[src/shared/nand_host_pkg.sv]
// Constants and types shared by the flash bus controller
package nand_host_pkg;

   // Timing in nanoseconds, sync depth and derived counts in cycles, at a 25 ns clock
   localparam int CLK_NS    = 25;
   localparam int SETUP_NS  = 25;
   localparam int STROBE_NS = 50;
   localparam int HOLD_NS   = 25;
   localparam int WB_NS     = 100;
   localparam int LOAD_NS   = 27000;
   localparam int SYNC_CYC  = 3;
   localparam int SETUP_CYC  = (SETUP_NS + CLK_NS - 1) / CLK_NS;
   localparam int STROBE_CYC = (STROBE_NS + CLK_NS - 1) / CLK_NS;
   localparam int HOLD_CYC   = (HOLD_NS + CLK_NS - 1) / CLK_NS;
   localparam int WB_CYC     = (WB_NS + CLK_NS - 1) / CLK_NS;
   localparam int RD_LOW_CYC = STROBE_CYC + SYNC_CYC;
   localparam int LOAD_CYC   = LOAD_NS / CLK_NS;

   // Register byte offsets
   localparam logic [4:0] REG_CTRL   = 5'h00;
   localparam logic [4:0] REG_ADDR   = 5'h04;
   localparam logic [4:0] REG_DATA   = 5'h08;
   localparam logic [4:0] REG_STATUS = 5'h0C;

   // Control fields
   localparam int CTRL_START  = 0;
   localparam int CTRL_OP_LSB = 1;
   localparam int CTRL_BUS16  = 4;
   localparam int CTRL_SKIP   = 5;
   localparam int CTRL_GUARD  = 6;
   localparam int CTRL_WAIT   = 7;

   // Status fields
   localparam int ST_ACTIVE  = 0;
   localparam int ST_DONE    = 1;
   localparam int ST_READY   = 2;
   localparam int ST_REFUSED = 3;
   localparam int ST_TIMEOUT = 4;

   // Command codes
   localparam logic [7:0] CMD_READ       = 8'h00;
   localparam logic [7:0] CMD_READ_CONF  = 8'h30;
   localparam logic [7:0] CMD_COPY_READ  = 8'h35;
   localparam logic [7:0] CMD_CACHE_RD   = 8'h31;
   localparam logic [7:0] CMD_CACHE_EXIT = 8'h34;
   localparam logic [7:0] CMD_PROG       = 8'h80;
   localparam logic [7:0] CMD_PROG_CONF  = 8'h10;
   localparam logic [7:0] CMD_CACHE_PROG = 8'h15;
   localparam logic [7:0] CMD_COPY_PROG  = 8'h85;
   localparam logic [7:0] CMD_ERASE      = 8'h60;
   localparam logic [7:0] CMD_ERASE_CONF = 8'hD0;
   localparam logic [7:0] CMD_STATUS     = 8'h70;
   localparam logic [7:0] CMD_ID         = 8'h90;
   localparam logic [7:0] CMD_RESET      = 8'hFF;
   localparam logic [7:0] CMD_RAND_OUT   = 8'h05;
   localparam logic [7:0] CMD_RAND_CONF  = 8'hE0;

   typedef enum logic [2:0] {
      OP_PAGE_READ  = 3'h0,
      OP_RAND_OUT   = 3'h1,
      OP_STATUS     = 3'h2,
      OP_READ_WORD  = 3'h3,
      OP_RESET      = 3'h4,
      OP_WRITE_WORD = 3'h5,
      OP_CMD        = 3'h6,
      OP_ADDR       = 3'h7
   } op_t;

   typedef enum logic [2:0] {
      PH_IDLE       = 3'h0,
      PH_SETUP      = 3'h1,
      PH_LOW        = 3'h2,
      PH_HIGH       = 3'h3,
      PH_WAIT_BUSY  = 3'h4,
      PH_WAIT_READY = 3'h5
   } phase_t;

   typedef enum logic [1:0] {
      K_CMD  = 2'h0,
      K_ADDR = 2'h1,
      K_DIN  = 2'h2,
      K_DOUT = 2'h3
   } kind_t;

   typedef struct packed {
      kind_t       kind;
      logic [15:0] data;
   } step_t;

   typedef struct packed {
      logic        cle;
      logic        ale;
      logic        ce_n;
      logic        we_n;
      logic        re_n;
      logic        wp_n;
      logic [15:0] io_out;
      logic        io_oe;
   } pin_out_t;

   localparam pin_out_t PINS_IDLE = '{cle: 1'b0, ale: 1'b0, ce_n: 1'b1,
      we_n: 1'b1, re_n: 1'b1, wp_n: 1'b0, io_out: 16'h0000, io_oe: 1'b0};

endpackage

[src/rtl/pin_sync.sv]
// Three-stage input synchroniser with agreement filter
`timescale 1ns/1ps
`default_nettype none
module pin_sync #(
   parameter int           W    = 1,
   parameter logic [W-1:0] INIT = '0
) (
   input  wire logic         clock,
   input  wire logic         arst_n,
   input  wire logic [W-1:0] din,
   output var  logic [W-1:0] dout
);
   typedef struct packed {
      logic [W-1:0] s1;
      logic [W-1:0] s2;
      logic [W-1:0] s3;
      logic [W-1:0] q;
   } sync_t;

   sync_t s_r;
   sync_t s_nxt;

   always_comb begin
      s_nxt    = s_r;
      s_nxt.s1 = din;
      s_nxt.s2 = s_r.s1;
      s_nxt.s3 = s_r.s2;
      // A bit follows only once stages two and three agree
      s_nxt.q  = (s_r.s2 & ~(s_r.s2 ^ s_r.s3)) | (s_r.q & (s_r.s2 ^ s_r.s3));
   end

   always_ff @(posedge clock or negedge arst_n) begin
      if (!arst_n) begin
         s_r <= '{s1: INIT, s2: INIT, s3: INIT, q: INIT};
      end else begin
         s_r <= s_nxt;
      end
   end

   assign dout = s_r.q;
endmodule
`default_nettype wire

[src/rtl/nand_host_ctrl.sv]
// Host controller driving a parallel flash bus from a register port
// What this block does
// - Command bytes: select low, cle high, strobe rises
// - Command codes ride the low eight lines
// - Address bytes: select low, ale high, strobe rises
// - Full address takes four address cycles
// - Eight-bit bus address byte layout
// - Sixteen-bit bus address layout, upper lines low
// - Read, program, erase, status, ID command pairs
// - Copy-back and cache command pairs
// - Data words written on write strobe rise
// - Data words read by read strobe toggles
// - Guard must be high for program or erase commands and data words, not for address cycles
// - Page read: 00h, four addresses, 30h
// - Repeat read may omit leading 00h
// - Random output: 05h, column, E0h
`timescale 1ns/1ps
`default_nettype none
module nand_host_ctrl #(
   parameter int LOAD_CYC = nand_host_pkg::LOAD_CYC
) (
   input  wire logic                    clock,
   input  wire logic                    arst_n,
   input  wire logic [4:0]              reg_addr,
   input  wire logic [31:0]             reg_wdata,
   input  wire logic                    reg_write,
   input  wire logic                    reg_read,
   output var  logic [31:0]             reg_rdata,
   output var  nand_host_pkg::pin_out_t pins,
   input  wire logic                    ready_busy_n,
   input  wire logic [15:0]             io_in
);
   typedef struct packed {
      nand_host_pkg::phase_t   ph;
      nand_host_pkg::op_t      op;
      logic [2:0]              idx;
      logic [10:0]             cnt;
      logic                    bus16;
      logic                    skip;
      logic                    guard;
      logic                    wait_rdy;
      logic [27:0]             addr;
      logic [15:0]             wword;
      logic [15:0]             rword;
      logic                    done;
      logic                    refused;
      logic                    timeout;
      nand_host_pkg::pin_out_t pins;
      logic [31:0]             rdata;
   } state_t;

   state_t      s_r;
   state_t      s_nxt;
   logic        rb_s;
   logic [15:0] io_s;
   logic [16:0] sync_q;

   // Ready line and data lines cross in through the synchroniser
   pin_sync #(.W(17), .INIT(17'h10000)) u_sync (
      .clock  (clock),
      .arst_n (arst_n),
      .din    ({ready_busy_n, io_in}),
      .dout   (sync_q)
   );
   assign rb_s = sync_q[16];
   assign io_s = sync_q[15:0];

   // Address byte n of four for either bus width
   function automatic logic [7:0] addr_byte(input logic [27:0] a,
                                            input logic [1:0]  n,
                                            input logic        b16);
      logic [7:0] r;
      r = 8'h00;
      if (b16) begin
         unique case (n)
            2'h0: r = a[7:0];
            2'h1: r = {5'h00, a[10:8]};
            2'h2: r = a[18:11];
            2'h3: r = a[26:19];
         endcase
      end else begin
         unique case (n)
            2'h0: r = a[7:0];
            2'h1: r = {4'h0, a[11:8]};
            2'h2: r = a[19:12];
            2'h3: r = a[27:20];
         endcase
      end
      return r;
   endfunction

   // Bus cycle idx of an operation
   function automatic nand_host_pkg::step_t step_of(
         input nand_host_pkg::op_t op, input logic [2:0] idx,
         input logic skp, input logic b16,
         input logic [27:0] a, input logic [15:0] w);
      nand_host_pkg::step_t s;
      logic [2:0]           i;
      s.kind = nand_host_pkg::K_CMD;
      s.data = 16'h0000;
      i = idx + {2'b00, skp & (op == nand_host_pkg::OP_PAGE_READ)};
      unique case (op)
         nand_host_pkg::OP_PAGE_READ: begin
            if (i == 3'd0) begin
               s.data = {8'h00, nand_host_pkg::CMD_READ};
            end else if (i <= 3'd4) begin
               s.kind = nand_host_pkg::K_ADDR;
               s.data = {8'h00, addr_byte(a, i[1:0] - 2'd1, b16)};
            end else begin
               s.data = {8'h00, nand_host_pkg::CMD_READ_CONF};
            end
         end
         nand_host_pkg::OP_RAND_OUT: begin
            if (i == 3'd0) begin
               s.data = {8'h00, nand_host_pkg::CMD_RAND_OUT};
            end else if (i <= 3'd2) begin
               s.kind = nand_host_pkg::K_ADDR;
               s.data = {8'h00, addr_byte(a, i[1:0] - 2'd1, b16)};
            end else begin
               s.data = {8'h00, nand_host_pkg::CMD_RAND_CONF};
            end
         end
         nand_host_pkg::OP_STATUS:
            s.data = {8'h00, nand_host_pkg::CMD_STATUS};
         nand_host_pkg::OP_READ_WORD:
            s.kind = nand_host_pkg::K_DOUT;
         nand_host_pkg::OP_RESET:
            s.data = {8'h00, nand_host_pkg::CMD_RESET};
         nand_host_pkg::OP_WRITE_WORD: begin
            s.kind = nand_host_pkg::K_DIN;
            s.data = b16 ? w : {8'h00, w[7:0]};
         end
         nand_host_pkg::OP_CMD:
            s.data = {8'h00, w[7:0]};
         nand_host_pkg::OP_ADDR: begin
            s.kind = nand_host_pkg::K_ADDR;
            s.data = {8'h00, w[7:0]};
         end
      endcase
      return s;
   endfunction

   function automatic logic [2:0] last_step(input nand_host_pkg::op_t op,
                                            input logic skp);
      logic [2:0] r;
      r = 3'd0;
      if (op == nand_host_pkg::OP_PAGE_READ) begin
         r = skp ? 3'd4 : 3'd5;
      end else if (op == nand_host_pkg::OP_RAND_OUT) begin
         r = 3'd3;
      end
      return r;
   endfunction

   function automatic logic modifies(input logic [7:0] c);
      return c == nand_host_pkg::CMD_PROG || c == nand_host_pkg::CMD_COPY_PROG
          || c == nand_host_pkg::CMD_ERASE
          || c == nand_host_pkg::CMD_PROG_CONF
          || c == nand_host_pkg::CMD_CACHE_PROG
          || c == nand_host_pkg::CMD_ERASE_CONF;
   endfunction

   nand_host_pkg::step_t st;
   nand_host_pkg::op_t   new_op;
   logic                 idle;
   logic                 allowed;
   logic                 guarded;
   logic                 waits;

   always_comb begin
      s_nxt  = s_r;
      st     = step_of(s_r.op, s_r.idx, s_r.skip, s_r.bus16, s_r.addr,
                       s_r.wword);
      new_op = nand_host_pkg::op_t'(reg_wdata[nand_host_pkg::CTRL_OP_LSB +: 3]);
      idle   = s_r.ph == nand_host_pkg::PH_IDLE;
      // Only reset and status may go out while the device is busy
      allowed = rb_s || new_op == nand_host_pkg::OP_RESET
             || new_op == nand_host_pkg::OP_STATUS
             || (new_op == nand_host_pkg::OP_CMD
                 && (s_r.wword[7:0] == nand_host_pkg::CMD_RESET
                     || s_r.wword[7:0] == nand_host_pkg::CMD_STATUS));
      guarded = reg_wdata[nand_host_pkg::CTRL_GUARD]
             || !(new_op == nand_host_pkg::OP_WRITE_WORD
                  || (new_op == nand_host_pkg::OP_CMD
                      && modifies(s_r.wword[7:0])));
      waits = s_r.op == nand_host_pkg::OP_PAGE_READ
           || s_r.op == nand_host_pkg::OP_RESET
           || (s_r.op == nand_host_pkg::OP_CMD && s_r.wait_rdy);
      s_nxt.pins.wp_n = s_r.guard;
      s_nxt.rdata = 32'h0000_0000;

      if (reg_read) begin
         unique case (reg_addr)
            nand_host_pkg::REG_CTRL:
               s_nxt.rdata = {24'h000000, s_r.wait_rdy, s_r.guard, s_r.skip,
                              s_r.bus16, s_r.op, 1'b0};
            nand_host_pkg::REG_ADDR:   s_nxt.rdata = {4'h0, s_r.addr};
            nand_host_pkg::REG_DATA:   s_nxt.rdata = {16'h0000, s_r.rword};
            nand_host_pkg::REG_STATUS:
               s_nxt.rdata = {27'h0000000, s_r.timeout, s_r.refused, rb_s,
                              s_r.done, !idle};
            default:                   s_nxt.rdata = 32'h0000_0000;
         endcase
      end

      if (reg_write) begin
         unique case (reg_addr)
            nand_host_pkg::REG_CTRL: begin
               s_nxt.guard = reg_wdata[nand_host_pkg::CTRL_GUARD];
               if (!idle) begin
                  s_nxt.refused = 1'b1;
               end else begin
                  s_nxt.op       = new_op;
                  s_nxt.bus16    = reg_wdata[nand_host_pkg::CTRL_BUS16];
                  s_nxt.skip     = reg_wdata[nand_host_pkg::CTRL_SKIP];
                  s_nxt.wait_rdy = reg_wdata[nand_host_pkg::CTRL_WAIT];
                  if (reg_wdata[nand_host_pkg::CTRL_START]) begin
                     if (allowed && guarded) begin
                        s_nxt.ph  = nand_host_pkg::PH_SETUP;
                        s_nxt.idx = 3'd0;
                        s_nxt.cnt = 11'(nand_host_pkg::SETUP_CYC);
                     end else begin
                        s_nxt.refused = 1'b1;
                     end
                  end
               end
            end
            nand_host_pkg::REG_ADDR: begin
               if (idle) s_nxt.addr = reg_wdata[27:0];
               else s_nxt.refused = 1'b1;
            end
            nand_host_pkg::REG_DATA: begin
               if (idle) s_nxt.wword = reg_wdata[15:0];
               else s_nxt.refused = 1'b1;
            end
            nand_host_pkg::REG_STATUS: begin
               if (reg_wdata[nand_host_pkg::ST_DONE]) s_nxt.done = 1'b0;
               if (reg_wdata[nand_host_pkg::ST_REFUSED]) s_nxt.refused = 1'b0;
               if (reg_wdata[nand_host_pkg::ST_TIMEOUT]) s_nxt.timeout = 1'b0;
            end
            default: ;
         endcase
      end

      unique case (s_r.ph)
         nand_host_pkg::PH_IDLE: begin
            // Deselected: device sits in standby, bus released
            s_nxt.pins.ce_n  = 1'b1;
            s_nxt.pins.cle   = 1'b0;
            s_nxt.pins.ale   = 1'b0;
            s_nxt.pins.we_n  = 1'b1;
            s_nxt.pins.re_n  = 1'b1;
            s_nxt.pins.io_oe = 1'b0;
         end
         nand_host_pkg::PH_SETUP: begin
            s_nxt.pins.ce_n   = 1'b0;
            s_nxt.pins.cle    = st.kind == nand_host_pkg::K_CMD;
            s_nxt.pins.ale    = st.kind == nand_host_pkg::K_ADDR;
            s_nxt.pins.io_out = st.data;
            s_nxt.pins.io_oe  = st.kind != nand_host_pkg::K_DOUT;
            if (s_r.cnt == 11'd0) begin
               s_nxt.ph = nand_host_pkg::PH_LOW;
               if (st.kind == nand_host_pkg::K_DOUT) begin
                  s_nxt.pins.re_n = 1'b0;
                  s_nxt.cnt = 11'(nand_host_pkg::RD_LOW_CYC - 1);
               end else begin
                  s_nxt.pins.we_n = 1'b0;
                  s_nxt.cnt = 11'(nand_host_pkg::STROBE_CYC - 1);
               end
            end else begin
               s_nxt.cnt = s_r.cnt - 11'd1;
            end
         end
         nand_host_pkg::PH_LOW: begin
            if (s_r.cnt == 11'd0) begin
               if (st.kind == nand_host_pkg::K_DOUT) begin
                  s_nxt.rword = s_r.bus16 ? io_s : {8'h00, io_s[7:0]};
               end
               s_nxt.pins.we_n = 1'b1;
               s_nxt.pins.re_n = 1'b1;
               s_nxt.ph  = nand_host_pkg::PH_HIGH;
               s_nxt.cnt = 11'(nand_host_pkg::HOLD_CYC - 1);
            end else begin
               s_nxt.cnt = s_r.cnt - 11'd1;
            end
         end
         nand_host_pkg::PH_HIGH: begin
            if (s_r.cnt != 11'd0) begin
               s_nxt.cnt = s_r.cnt - 11'd1;
            end else if (s_r.idx != last_step(s_r.op, s_r.skip)) begin
               s_nxt.idx = s_r.idx + 3'd1;
               s_nxt.ph  = nand_host_pkg::PH_SETUP;
               s_nxt.cnt = 11'(nand_host_pkg::SETUP_CYC);
            end else if (waits) begin
               // Select stays low through the load wait
               s_nxt.pins.cle   = 1'b0;
               s_nxt.pins.ale   = 1'b0;
               s_nxt.pins.io_oe = 1'b0;
               s_nxt.ph  = nand_host_pkg::PH_WAIT_BUSY;
               s_nxt.cnt = 11'(nand_host_pkg::WB_CYC - 1);
            end else begin
               s_nxt.ph   = nand_host_pkg::PH_IDLE;
               s_nxt.done = 1'b1;
            end
         end
         nand_host_pkg::PH_WAIT_BUSY: begin
            if (s_r.cnt == 11'd0) begin
               s_nxt.ph = nand_host_pkg::PH_WAIT_READY;
            end else begin
               s_nxt.cnt = s_r.cnt - 11'd1;
            end
         end
         nand_host_pkg::PH_WAIT_READY: begin
            s_nxt.cnt = s_r.cnt + 11'd1;
            if (rb_s) begin
               s_nxt.ph   = nand_host_pkg::PH_IDLE;
               s_nxt.done = 1'b1;
            end else if (s_r.op == nand_host_pkg::OP_PAGE_READ
                         && s_r.cnt == 11'(LOAD_CYC - 1)) begin
               s_nxt.ph      = nand_host_pkg::PH_IDLE;
               s_nxt.done    = 1'b1;
               s_nxt.timeout = 1'b1;
            end
         end
         default: s_nxt.ph = nand_host_pkg::PH_IDLE;
      endcase
   end

   always_ff @(posedge clock or negedge arst_n) begin
      if (!arst_n) begin
         s_r <= '{ph: nand_host_pkg::PH_IDLE, op: nand_host_pkg::OP_PAGE_READ,
                  idx: 3'd0, cnt: 11'd0, bus16: 1'b0, skip: 1'b0,
                  guard: 1'b0, wait_rdy: 1'b0, addr: 28'h0000000,
                  wword: 16'h0000, rword: 16'h0000, done: 1'b0,
                  refused: 1'b0, timeout: 1'b0,
                  pins: nand_host_pkg::PINS_IDLE, rdata: 32'h0000_0000};
      end else begin
         s_r <= s_nxt;
      end
   end

   assign reg_rdata = s_r.rdata;
   assign pins      = s_r.pins;
endmodule
`default_nettype wire

[config.mk]
export PLATFORM = sky130hd
export DESIGN_NAME = nand_host_ctrl
export DESIGN_NICKNAME = d
export VERILOG_FILES = /design/src/shared/nand_host_pkg.sv /design/src/rtl/pin_sync.sv /design/src/rtl/nand_host_ctrl.sv
export SDC_FILE = /design/constraint.sdc
export NUM_CORES = 1
export LEC_CHECK = 0
export BUFFER_PORTS_ARGS = -buffer_cell sky130_fd_sc_hd__buf_2
export CELL_PAD_IN_SITES_DETAIL_PLACEMENT = 0
export CELL_PAD_IN_SITES_GLOBAL_PLACEMENT = 1
export CORE_MARGIN = 2
export CORE_UTILIZATION = 45
export DETAILED_ROUTE_END_ITERATION = 10
export GPL_TIMING_DRIVEN = 0
export PLACE_DENSITY = 0.86
export SLEW_MARGIN = 20
export SYNTH_ARGS = -nofsm -noshare
export SYNTH_HDL_FRONTEND = slang
export SYNTH_SLANG_ARGS = --single-unit
[constraint.sdc]
create_clock -name clock -period 4.1 [get_ports clock]
set_input_delay 0.82 -clock clock [delete_from_list [all_inputs] [get_ports clock]]
set_output_delay 0.82 -clock clock [all_outputs]
set_load 0.005 [all_outputs]
After elaboration in Yosys (flattened, before gate mapping)
Cells that the tools add are included.
{ "op_classes": {"addsub": 5, "magnitude_cmp": 2, "reduce_logical": 43, "bitwise_logic": 6, "n_eq_ne": 46, "muxes": 88} }
{ "op_table": {"columns": ["operator", "count"], "rows": [
  ["28-bit one-hot mux with 4 select lines", 1],
  ["16-bit one-hot mux with 6 select lines", 1],
  ["28-bit 2-to-1 mux", 3],
  ["68-bit 2-to-1 mux", 1],
  ["11-bit 2-to-1 mux", 6],
  ["16-bit 2-to-1 mux", 4],
  ["8-bit one-hot mux with 4 select lines", 2],
  ["11-bit one-hot mux with 5 select lines", 1],
  ["3-bit 2-to-1 mux", 18],
  ["8-bit 2-to-1 mux", 5],
  ["17-bit AND", 2],
  ["8-bit == test, second input constant", 4],
  ["14-bit 2-to-1 mux", 2],
  ["3-bit == test, second input constant", 9],
  ["1-bit 2-to-1 mux", 27],
  ["24-bit 2-to-1 mux", 1],
  ["22-bit 2-to-1 mux", 1],
  ["2-bit inequality test, second input constant", 10],
  ["3-bit one-hot mux with 6 select lines", 1],
  ["17-bit NOT", 1],
  ["17-bit bitwise OR", 1],
  ["17-bit XOR", 1],
  ["8-bit by 5-bit == test with 1-bit output, second input constant", 2],
  ["8-bit by 7-bit == test with 1-bit output, second input constant", 2],
  ["37 further kinds", 84]
]} }
{ "word_totals": {"register_bits": 210, "word_cells": 217, "inputBits": 58, "output_inout_bits": 55} }

Longest topological paths before layout
Gate-level depths: netlist (run 1).
{ "logic_depth": {"ltp_word": 20, "ltp_mapped": 14, "mapped_depth_nobuf": 13} }

Modules after synthesis
Synthesis (run 1) repeated with hierarchy kept, for this count alone.
{ "unflattened": {"cells_unflattened": 853, "hier_area_um2": 9619.2} }
{ "by_module_without_submodules": {"columns": ["module", "cells_each", "instances", "seq_area_each_um2", "area_per_inst_um2"], "rows": [
  ["nand_host_ctrl", 751, 1, 3457.1, 7593.5],
  ["pin_sync", 102, 1, 1706.6, 2025.7]
]} }

Worst setup path before layout (run 1)
Ideal clock, no wire load.
{ "synth_path": {"path_type": "flip-flop to flip-flop", "start": "reg s_r[122] (netlist bit)", "end": "reg s_r[62] (netlist bit)", "t_arrival_ns": 2.793, "setup_ns": 0.125, "stages_incl_launch_ff": 11, "synth_period_minus_slack_ns": 2.918, "required_time_ns": 3.975, "setup_slack_ns": 1.182, "path_cell_list": "dfrtp_1 inv_1 ha_1 or3b_1 buf_6 or2_4 or4_4 or3_1 buf_6 buf_8 mux2_4"} }
{ "synth_between": {"elab_chain_cells": 2} }
{ "synth_rtl": {"columns": ["item", "line_no", "rtl"], "rows": [
  ["start: declaration", "nand_host_ctrl.sv:52", "state_t s_r;"],
  ["start signal: assignment", "nand_host_ctrl.sv:331", "s_r <= '{ph: nand_host_pkg::PH_IDLE, op: nand_host_pkg::OP_PAGE_READ,"],
  ["start signal: assignment", "nand_host_ctrl.sv:338", "s_r <= s_nxt;"],
  ["11-bit zero test", "nand_host_ctrl.sv:275", "if (s_r.cnt == 11'd0) begin"],
  ["3-bit AND reduction (no source line)", null, null]
]} }
Every way passes these cells.
A chain may end at the register's enable or synchronous reset.

Worst setup path after layout (run 1)
{ "layout_path": {"start": "reg s_r[138] (netlist bit)", "end": "reg s_r, in the netlist pins[2]"} }
{ "layout_between": {"elab_chain_cells": 10, "elab_cells_between_ends": 26, "cone_classes": "add/sub: 2; order compare: 2; eq/ne: 9; mux: 8; bitwise: 1; reduce/logical: 4"} }
{ "layout_rtl": {"columns": ["item", "line_no", "rtl"], "rows": [
  ["3-bit zero test", "nand_host_ctrl.sv:101, nand_host_ctrl.sv:102", null],
  ["1-bit AND", "nand_host_ctrl.sv:101", "i = idx + {2'b00, skp & (op == nand_host_pkg::OP_PAGE_READ)};"],
  ["3-bit by 1-bit adder with 3-bit output", "nand_host_ctrl.sv:101", null],
  ["2-bit by 1-bit subtractor with 2-bit output", "nand_host_ctrl.sv:108, nand_host_ctrl.sv:118", null],
  ["2-bit == test (tied with other cells)", "nand_host_ctrl.sv:75, nand_host_ctrl.sv:82", null],
  ["8-bit one-hot mux with 4 select lines, on equally long branches", "nand_host_ctrl.sv:82, nand_host_ctrl.sv:75", null],
  ["8-bit 2-to-1 mux", "nand_host_ctrl.sv:74", "if (b16) begin"],
  ["8-bit 2-to-1 mux, on equally long branches", "nand_host_ctrl.sv:116, nand_host_ctrl.sv:106", null],
  ["8-bit 2-to-1 mux, on equally long branches", "nand_host_ctrl.sv:114, nand_host_ctrl.sv:104", null],
  ["16-bit one-hot mux with 6 select lines (*)", "nand_host_ctrl.sv:102", "unique case (op)"]
]} }
Mark *: on every way between the ends. The rest lies on a longest branch, timed or not.

==> flow_results.xml, run 1 <==
<?xml version="1.0" encoding="UTF-8"?>
<metrics>
  <group name="sta">
    <metric name="finalSetupTns" unit="ns">0</metric>
    <metric name="rsz0062_at_grt" unit="">false</metric>
    <metric name="whs" unit="ns">0.2057</metric>
    <metric name="report.final.slew_viol_count" unit="">0</metric>
    <metric name="period_share" unit="">0.8685</metric>
    <metric name="clock.fmax" unit="MHz">280.8</metric>
    <metric name="final_period_minus_worst_setup_slack" unit="ns">3.561</metric>
    <metric name="hold_viol" unit="">0</metric>
    <metric name="worst_slew_margin_rel" unit="">0.3629</metric>
    <metric name="timing.final.ws_setup" unit="ns">0.5390</metric>
    <metric name="worst_slew_pin_slew" unit="ns">0.9483</metric>
    <metric name="setup-violations-final" unit="">0</metric>
    <metric name="final.setup_skew" unit="ns">0.009813</metric>
  </group>
  <group name="logic_synthesis">
    <metric name="synth_adder_area_share" unit="">0.02810</metric>
    <metric name="postSynthRegisterBits" unit="">206</metric>
    <metric name="async_sr_flop_fraction" unit="">1.000</metric>
    <metric name="synth_xor_area_frac" unit="">0.006683</metric>
    <metric name="multiplexer_area_fraction_after_synthesis" unit="">0.08838</metric>
    <metric name="yosysSeqAreaShare" unit="">0.5629</metric>
    <metric name="number_of_flops_mapped_to_enable_cells_by_yosys" unit="">0</metric>
    <metric name="synthesis.instances" unit="">808</metric>
    <metric name="synth_warnings" unit="">0</metric>
    <metric name="yosys.area_share.simple" unit="">0.1172</metric>
    <metric name="synth-compound-area-share" unit="">0.1258</metric>
    <metric name="primary_ff_master_synth" unit="">sky130_fd_sc_hd__dfrtp_1</metric>
    <metric name="synth.cell_area" unit="um2">9174</metric>
    <metric name="synthDistinctLibCells" unit="">71</metric>
    <metric name="dominant_combinational_cell_family_by_area_after_synthesis" unit="">compound AO/OA/AOI/OAI gates</metric>
    <metric name="synth.avg_cell_area" unit="um2">11.35</metric>
  </group>
  <group name="route">
    <metric name="num_vias" unit="">6508</metric>
    <metric name="finalWirelength" unit="um">21020</metric>
    <metric name="ant_nets" unit="">0</metric>
    <metric name="drtIter0Drc" unit="">506</metric>
    <metric name="wl_per_cell" unit="um">17.09</metric>
    <metric name="route.detailed.drc" unit="">0</metric>
    <metric name="first_pass_iters" unit="">6</metric>
    <metric name="detail_route.vias_per_cell" unit="">5.291</metric>
  </group>
  <group name="global_routing">
    <metric name="grt_start_max_net_pins" unit="">102</metric>
    <metric name="global_route_wire_length_before_repair" unit="um">33900</metric>
    <metric name="globalRouteTotalUtil" unit="">0.1963</metric>
    <metric name="grt_util_met1" unit="">0.2710</metric>
    <metric name="global_route.usage.met3" unit="">0.03913</metric>
    <metric name="grt-ovfl-total" unit="">0</metric>
    <metric name="first_global_vias" unit="">6322</metric>
    <metric name="antenna_found_initial" unit="">1</metric>
    <metric name="grt_busiest_layer" unit="">met2</metric>
    <metric name="gr-usage-met2" unit="">0.3223</metric>
  </group>
  <group name="critical_path">
    <metric name="worstSetupPathType" unit="">reg2reg</metric>
    <metric name="timing.critical_path.to_type" unit="">flip-flop</metric>
    <metric name="critical_path.max_stage_delay" unit="ns">0.58</metric>
    <metric name="critical_path.top_delay_family" unit="">simple AND/OR/NAND/NOR gates</metric>
    <metric name="timing.critical_path.required" unit="ns">4.55</metric>
    <metric name="r2r-start" unit="">s_r[138]$_DFFE_PN0P_</metric>
    <metric name="worst-path-buf-inv" unit="">2</metric>
    <metric name="crit_slowest_cell" unit="">sky130_fd_sc_hd__a2111oi_0</metric>
    <metric name="worst_setup_path_startpoint" unit="">s_r[138]$_DFFE_PN0P_</metric>
    <metric name="crit_chain" unit="">clkbuf_1, nor3_1, and2_1, ha_1, ha_1, nor2_1, inv_1, ha_1, nor2_1, a31oi_1, a2111oi_0, o22a_1</metric>
    <metric name="critPathLaunchType" unit="">flip-flop</metric>
    <metric name="critPathArrivalTime" unit="ns">4.01</metric>
    <metric name="path_max_fanout" unit="">10</metric>
    <metric name="path_common_cell" unit="">sky130_fd_sc_hd__ha_1</metric>
  </group>
  <group name="finish">
    <metric name="share_of_final_layout_standard_cells_stronger_than_drive_strength_1" unit="">0.3014</metric>
    <metric name="commonest_non_fill_non_tap_cells_in_the_layout" unit="">sky130_fd_sc_hd__dfrtp_1 (199), sky130_fd_sc_hd__buf_2 (105), sky130_fd_sc_hd__nor2_1 (67)</metric>
    <metric name="finalNetCount" unit="">1008</metric>
    <metric name="layout.cells.most_common" unit="">sky130_fd_sc_hd__dfrtp_1</metric>
    <metric name="area_growth" unit="%">20.14</metric>
    <metric name="postLayoutCellArea" unit="um2">11020</metric>
  </group>
  <group name="placement">
    <metric name="total_placed_instance_area" unit="um2">10110</metric>
    <metric name="detailed_place_hpwl" unit="um">15000</metric>
    <metric name="pre_cts_slack" unit="ns">0.5326</metric>
    <metric name="globalplace.congestion" unit="">0.9064</metric>
    <metric name="portBuffers" unit="">104</metric>
  </group>
  <group name="floorplan">
    <metric name="rows" unit="">52</metric>
    <metric name="die-area" unit="um2">21540</metric>
    <metric name="floorplan.initialDensity" unit="">0.4563</metric>
    <metric name="die_height" unit="um">146.8</metric>
    <metric name="area_inside_the_core_boundary" unit="um2">20100</metric>
    <metric name="die_w" unit="um">146.8</metric>
    <metric name="boundaryPins" unit="">113</metric>
  </group>
  <group name="clocking">
    <metric name="cts-resized-gates" unit="">0</metric>
    <metric name="cts_inserted_buffers" unit="">24</metric>
    <metric name="ctsLongestPathBuffers" unit="">3</metric>
    <metric name="post_cts.repair.setup_buffers" unit="">0</metric>
    <metric name="cts_tree" unit="">yes</metric>
    <metric name="clock_insertion_delay_worst_skew" unit="ns">0.51</metric>
    <metric name="htree_num_levels" unit="">1</metric>
    <metric name="cts.reportedPaths.clkPinSlew" unit="ns">0.06</metric>
    <metric name="buffer_type_at_the_clock_tree_root" unit="">sky130_fd_sc_hd__clkbuf_16</metric>
    <metric name="tritoncts_num_sinks" unit="">206</metric>
    <metric name="cts_hold_repair.buffers" unit="">0</metric>
  </group>
  <group name="power">
    <metric name="power_per_cell_area" unit="nW/um2">576.6</metric>
    <metric name="netSwitchingPower" unit="W">0.001870</metric>
    <metric name="total_leakage_power" unit="nW">5.143</metric>
    <metric name="comb_power_share" unit="">0.222</metric>
    <metric name="design_power_total" unit="W">0.006355</metric>
    <metric name="intPower" unit="W">0.004485</metric>
    <metric name="clkPwrFrac" unit="">0.373</metric>
    <metric name="sw_frac" unit="">0.2943</metric>
    <metric name="seqPwrFrac" unit="">0.405</metric>
    <metric name="vdd_ir_drop_max" unit="V">0.0003680</metric>
  </group>
  <group name="hold_path">
    <metric name="holdCritPathClass" unit="">in2async</metric>
  </group>
  <group name="status">
    <metric name="run_status" unit="">complete, no violations</metric>
  </group>
  <group name="flow_run">
    <metric name="cap_viol_max_count" unit="">0</metric>
  </group>
</metrics>
==> path summary, 6_finish.rpt <==
kind	endpoint	slack (ns)	cells after the start
worst min register to register	u_sync.s_nxt[26]$_DFF_PN0_	0.34	0
min in group clock	u_sync.s_nxt[26]$_DFF_PN0_	0.34	0
worst min-delay path	s_r[130]$_DFF_PN0_	0.21	1
max in group asynchronous	asynchronous set/reset pin	3.06	2
worst max register to register	pins[2]$_DFFE_PN0P_	0.54	12
worst max-delay path	pins[2]$_DFFE_PN0P_	0.54	12
==> registers in the layout, summed over array words and instances (netlist names), named ones only <==
name and flops:
s_r 86, s_nxt 1, reg_rdata 28, u_sync.s_r 17, pins 23, u_sync.s_nxt 34
==> metal layers <==
| layer | routed length (um) | share of wire | up-vias |
|---|---|---|---|
| li1 | - | - | 3111 |
| met1 | 9404 | 0.45 | 3173 |
| met2 | 10030 | 0.48 | 193 |
| met3 | 1256 | 0.060 | 31 |
| met4 | 331 | 0.016 | 0 |
| met5 | 0 | 0 | - |
==> final cells by class <==
cell class / count / area (um2)
plain buffers: 95 / 591.8
fillers: 1708 / 9082
multi-input cells: 495 / 3379
repair buffers: 106 / 585.6
clock buffers: 33 / 725.7
flip-flops and latches: 206 / 5164
diodes: 1 / 2.502
well taps: 270 / 337.8
clock inverters: 9 / 178.9
inverters: 15 / 56.30
==> logic make-up (layout without fill, tap and decap cells) <==
family / after synthesis / count (layout)
other: 1 / 5
buffers and inverters: 110 / 258
multiplexers: 67 / 67
XOR/XNOR: 7 / 7
AO/OA/AOI/OAI: 173 / 173
flip-flops: 206 / 206
AND/OR/NAND/NOR: 220 / 220
adder cells (fa/ha/maj): 24 / 24
==> power by group through the flow <==
stage                     clock network (W)  logic (W)  registers, W
final                               0.00237    0.00141       0.00257
after detailed placement                  0    0.00140       0.00260
after global routing                0.00252    0.00157       0.00262
after global placement                    0    0.00136       0.00260
after floorplan                           0    0.00102       0.00251
after CTS                           0.00242    0.00140       0.00257
==> through the flow <==
step / util / std cells
global placement: 0.4996 / 1185
global route: 0.5481 / 1229
detailed placement: 0.5031 / 1187
CTS: 0.5481 / 1229
floorplan: - / 811
finish: 0.5482 / 1230
==> synthesized netlist by cell type, drive strengths merged, types with 8 or more instances <==
cell    number  area share
and2        15       0.010
a21oi       35       0.019
o21ai       36       0.020
maj3        17       0.019
a31oi       18       0.012
a22oi       14       0.011
mux2        60       0.075
clkbuf      33       0.014
nor2b        8      0.0055
and3         8      0.0055
dfrtp      199        0.54
nand3       19       0.010
nor3        13      0.0071
nand2       55       0.023
a22o        15       0.014
buf         62       0.051
nor2        67       0.027
inv         15      0.0061
==> worst reg2reg max path: stages, from the launching register on <==
cell                        delay [ns]
sky130_fd_sc_hd__dfrtp_1          0.34
sky130_fd_sc_hd__clkbuf_1         0.40
sky130_fd_sc_hd__nor3_1           0.18
sky130_fd_sc_hd__and2_1           0.19
sky130_fd_sc_hd__ha_1             0.17
sky130_fd_sc_hd__ha_1             0.35
sky130_fd_sc_hd__nor2_1           0.51
sky130_fd_sc_hd__inv_1            0.10
sky130_fd_sc_hd__ha_1             0.27
sky130_fd_sc_hd__nor2_1           0.10
sky130_fd_sc_hd__a31oi_1          0.07
sky130_fd_sc_hd__a2111oi_0        0.58
sky130_fd_sc_hd__o22a_1           0.24
Power figures use the tool's default switching activity.
==> run 2, diff against run 1 <==
Settings changed: CTS_CLUSTER_DIAMETER set to 60, REMOVE_ABC_BUFFERS set to 1.
==> flow_results.xml, run 2 (synthesis gave the netlist of run 1 again) <==
<?xml version="1.0" encoding="UTF-8"?>
<metrics>
  <group name="status">
    <metric name="run_status" unit="">complete, no violations</metric>
  </group>
  <group name="clocking">
    <metric name="cts_inserted_buffers" unit="">23</metric>
    <metric name="cts_tree" unit="">yes</metric>
    <metric name="clock_insertion_delay_worst_skew" unit="ns">0.50</metric>
    <metric name="post_cts.repair.setup_buffers" unit="">0</metric>
    <metric name="cts.reportedPaths.clkPinSlew" unit="ns">0.06</metric>
    <metric name="buffer_type_at_the_clock_tree_root" unit="">sky130_fd_sc_hd__clkbuf_16</metric>
    <metric name="tritoncts_num_sinks" unit="">206</metric>
    <metric name="htree_num_levels" unit="">1</metric>
    <metric name="ctsLongestPathBuffers" unit="">3</metric>
    <metric name="cts-resized-gates" unit="">0</metric>
    <metric name="cts_hold_repair.buffers" unit="">0</metric>
  </group>
  <group name="finish">
    <metric name="finish.cell_count_without_fillers" unit="">1135</metric>
    <metric name="commonest_non_fill_non_tap_cells_in_the_layout" unit="">sky130_fd_sc_hd__dfrtp_1 (199), sky130_fd_sc_hd__buf_2 (103), sky130_fd_sc_hd__nor2_1 (67)</metric>
    <metric name="layout.cells.most_common" unit="">sky130_fd_sc_hd__dfrtp_1</metric>
    <metric name="share_of_final_layout_standard_cells_stronger_than_drive_strength_1" unit="">0.2647</metric>
    <metric name="finalNetCount" unit="">913</metric>
    <metric name="largest_reg_flops" unit="">86</metric>
    <metric name="largest-register" unit="">s_r</metric>
    <metric name="num_antenna_cells" unit="">0</metric>
    <metric name="area_growth" unit="%">12.56</metric>
  </group>
  <group name="sta">
    <metric name="report.final.slew_viol_count" unit="">0</metric>
    <metric name="setup-violations-final" unit="">0</metric>
    <metric name="rsz0062_at_grt" unit="">false</metric>
    <metric name="final_period_minus_worst_setup_slack" unit="ns">3.648</metric>
    <metric name="whs" unit="ns">0.1432</metric>
    <metric name="worst_slew_margin_rel" unit="">0.3185</metric>
    <metric name="worst_slew_pin_slew" unit="ns">1.014</metric>
    <metric name="finalSetupTns" unit="ns">0</metric>
    <metric name="hold_viol" unit="">0</metric>
    <metric name="final.setup_skew" unit="ns">0.007519</metric>
    <metric name="period_share" unit="">0.8897</metric>
    <metric name="clock.fmax" unit="MHz">274.1</metric>
  </group>
  <group name="route">
    <metric name="detail_route.vias_per_cell" unit="">5.443</metric>
    <metric name="drtIter0Drc" unit="">329</metric>
    <metric name="route.detailed.drc" unit="">0</metric>
    <metric name="finalWirelength" unit="um">19490</metric>
    <metric name="first_pass_iters" unit="">5</metric>
    <metric name="num_vias" unit="">6178</metric>
    <metric name="ant_nets" unit="">0</metric>
    <metric name="wl_per_cell" unit="um">17.17</metric>
  </group>
  <group name="critical_path">
    <metric name="timing.critical_path.required" unit="ns">4.53</metric>
    <metric name="worstSetupPathType" unit="">reg2reg</metric>
    <metric name="timing.critical_path.to_type" unit="">flip-flop</metric>
    <metric name="critPathLaunchType" unit="">flip-flop</metric>
    <metric name="critPathArrivalTime" unit="ns">4.07</metric>
    <metric name="r2r-start" unit="">s_r[136]$_DFFE_PN0P_</metric>
    <metric name="worst_setup_path_startpoint" unit="">s_r[136]$_DFFE_PN0P_</metric>
    <metric name="path_max_fanout" unit="">23</metric>
  </group>
  <group name="placement">
    <metric name="portBuffers" unit="">104</metric>
    <metric name="detailed_place_hpwl" unit="um">13690</metric>
    <metric name="numPlacedInstances" unit="">1093</metric>
    <metric name="globalplace.congestion" unit="">0.8420</metric>
  </group>
  <group name="power">
    <metric name="power_per_cell_area" unit="nW/um2">574.0</metric>
    <metric name="vdd_ir_drop_max" unit="V">0.0003397</metric>
    <metric name="total_leakage_power" unit="nW">4.736</metric>
    <metric name="design_power_total" unit="W">0.005927</metric>
  </group>
  <group name="floorplan">
    <metric name="area_inside_the_core_boundary" unit="um2">20100</metric>
    <metric name="floorplan.initialDensity" unit="">0.4563</metric>
    <metric name="die_w" unit="um">146.8</metric>
    <metric name="die-area" unit="um2">21540</metric>
    <metric name="die_height" unit="um">146.8</metric>
    <metric name="boundaryPins" unit="">113</metric>
    <metric name="rows" unit="">52</metric>
  </group>
  <group name="global_routing">
    <metric name="grt_start_max_net_pins" unit="">104</metric>
    <metric name="antenna_found_initial" unit="">1</metric>
    <metric name="grt-ovfl-total" unit="">0</metric>
    <metric name="global_route_wire_length_before_repair" unit="um">31640</metric>
    <metric name="globalRouteTotalUtil" unit="">0.1809</metric>
    <metric name="first_global_vias" unit="">6008</metric>
  </group>
  <group name="hold_path">
    <metric name="holdCritPathClass" unit="">in2async</metric>
  </group>
  <group name="flow_run">
    <metric name="cap_viol_max_count" unit="">0</metric>
  </group>
</metrics>
==> run 2: changes by cell type in the layout (fill, tap and decap cells not counted) <==
cell,before,now
sky130_fd_sc_hd__clkinv_4,0,1
sky130_fd_sc_hd__clkbuf_8,7,6
sky130_fd_sc_hd__nand2_1,55,54
sky130_fd_sc_hd__buf_8,2,1
sky130_fd_sc_hd__buf_4,55,1
sky130_fd_sc_hd__inv_6,0,3
sky130_fd_sc_hd__buf_2,105,103
sky130_fd_sc_hd__nand2_2,0,1
sky130_fd_sc_hd__clkbuf_16,25,23
sky130_fd_sc_hd__diode_2,1,0
sky130_fd_sc_hd__buf_6,2,0
sky130_fd_sc_hd__bufinv_16,5,2
sky130_fd_sc_hd__buf_1,2,0
sky130_fd_sc_hd__clkbuf_1,34,3
==> run 2: path summary, 6_finish.rpt <==
path	to	slack, ns	cells past startpoint
worst max-delay path	pins[3]$_DFFE_PN0P_	0.45	13
worst max register to register	pins[3]$_DFFE_PN0P_	0.45	13
worst min register to register	u_sync.s_nxt[31]$_DFF_PN0_	0.35	0
min in group clock	u_sync.s_nxt[31]$_DFF_PN0_	0.35	0
max in group asynchronous	s_r[65]$_DFFE_PN0P_	3.23	2
worst min-delay path	reg_rdata[25]$_DFF_PN0_	0.14	1
==> run 2: final cells by class <==
class / instances / area [um2]
inverters: 15 / 56.30
clock buffers: 32 / 669.4
clock inverters: 10 / 123.9
well taps: 270 / 337.8
flip-flops and latches: 206 / 5164
multi-input cells: 495 / 3382
fillers: 1761 / 9778
repair buffers: 107 / 593.1
==> run 2: report_power, final <==
part           internal [W]  leakage (nW)  switching (W)  total [W]
logic              0.000530          1.75       0.000659    0.00119
clock network       0.00128         0.390       0.000816    0.00209
registers           0.00231          2.60       0.000332    0.00264
==> run 2: through the flow <==
stage / setup WS, ns / area, um2 / util
2_1_floorplan: 1.094 / 8593 / -
3_3_place_gp: -1.205 / 9452 / 0.4701
3_5_place_dp: 0.4474 / 9533 / 0.4742
4_1_cts: 0.5008 / 10330 / 0.5136
5_1_grt: 0.1147 / 10330 / 0.5136
6_report: 0.4523 / 10330 / 0.5136
==> run 2: routing by layer <==
metal | track usage | routed length, um | part of all wire | up-vias
li1 | - | - | - | 2917
met1 | 0.2463 | 8707 | 0.45 | 3072
met2 | 0.3026 | 9431 | 0.48 | 162
met3 | 0.03540 | 1033 | 0.053 | 27
met4 | 0.04175 | 314 | 0.016 | 0
met5 | 0 | 0 | 0 | -
==> run 2: worst max-delay path, cell delays in order (launching register included) <==
cell and delay [ns]:
sky130_fd_sc_hd__dfrtp_1 0.79, sky130_fd_sc_hd__nor3_1 0.17, sky130_fd_sc_hd__and2_1 0.20, sky130_fd_sc_hd__ha_1 0.17, sky130_fd_sc_hd__ha_1 0.47, sky130_fd_sc_hd__nor2_1 0.52, sky130_fd_sc_hd__inv_1 0.10, sky130_fd_sc_hd__ha_1 0.26
sky130_fd_sc_hd__nor3_1 0.14, sky130_fd_sc_hd__a31oi_1 0.07, sky130_fd_sc_hd__nor2_1 0.20, sky130_fd_sc_hd__a21boi_0 0.20, sky130_fd_sc_hd__o21ai_0 0.11, sky130_fd_sc_hd__a31oi_1 0.15
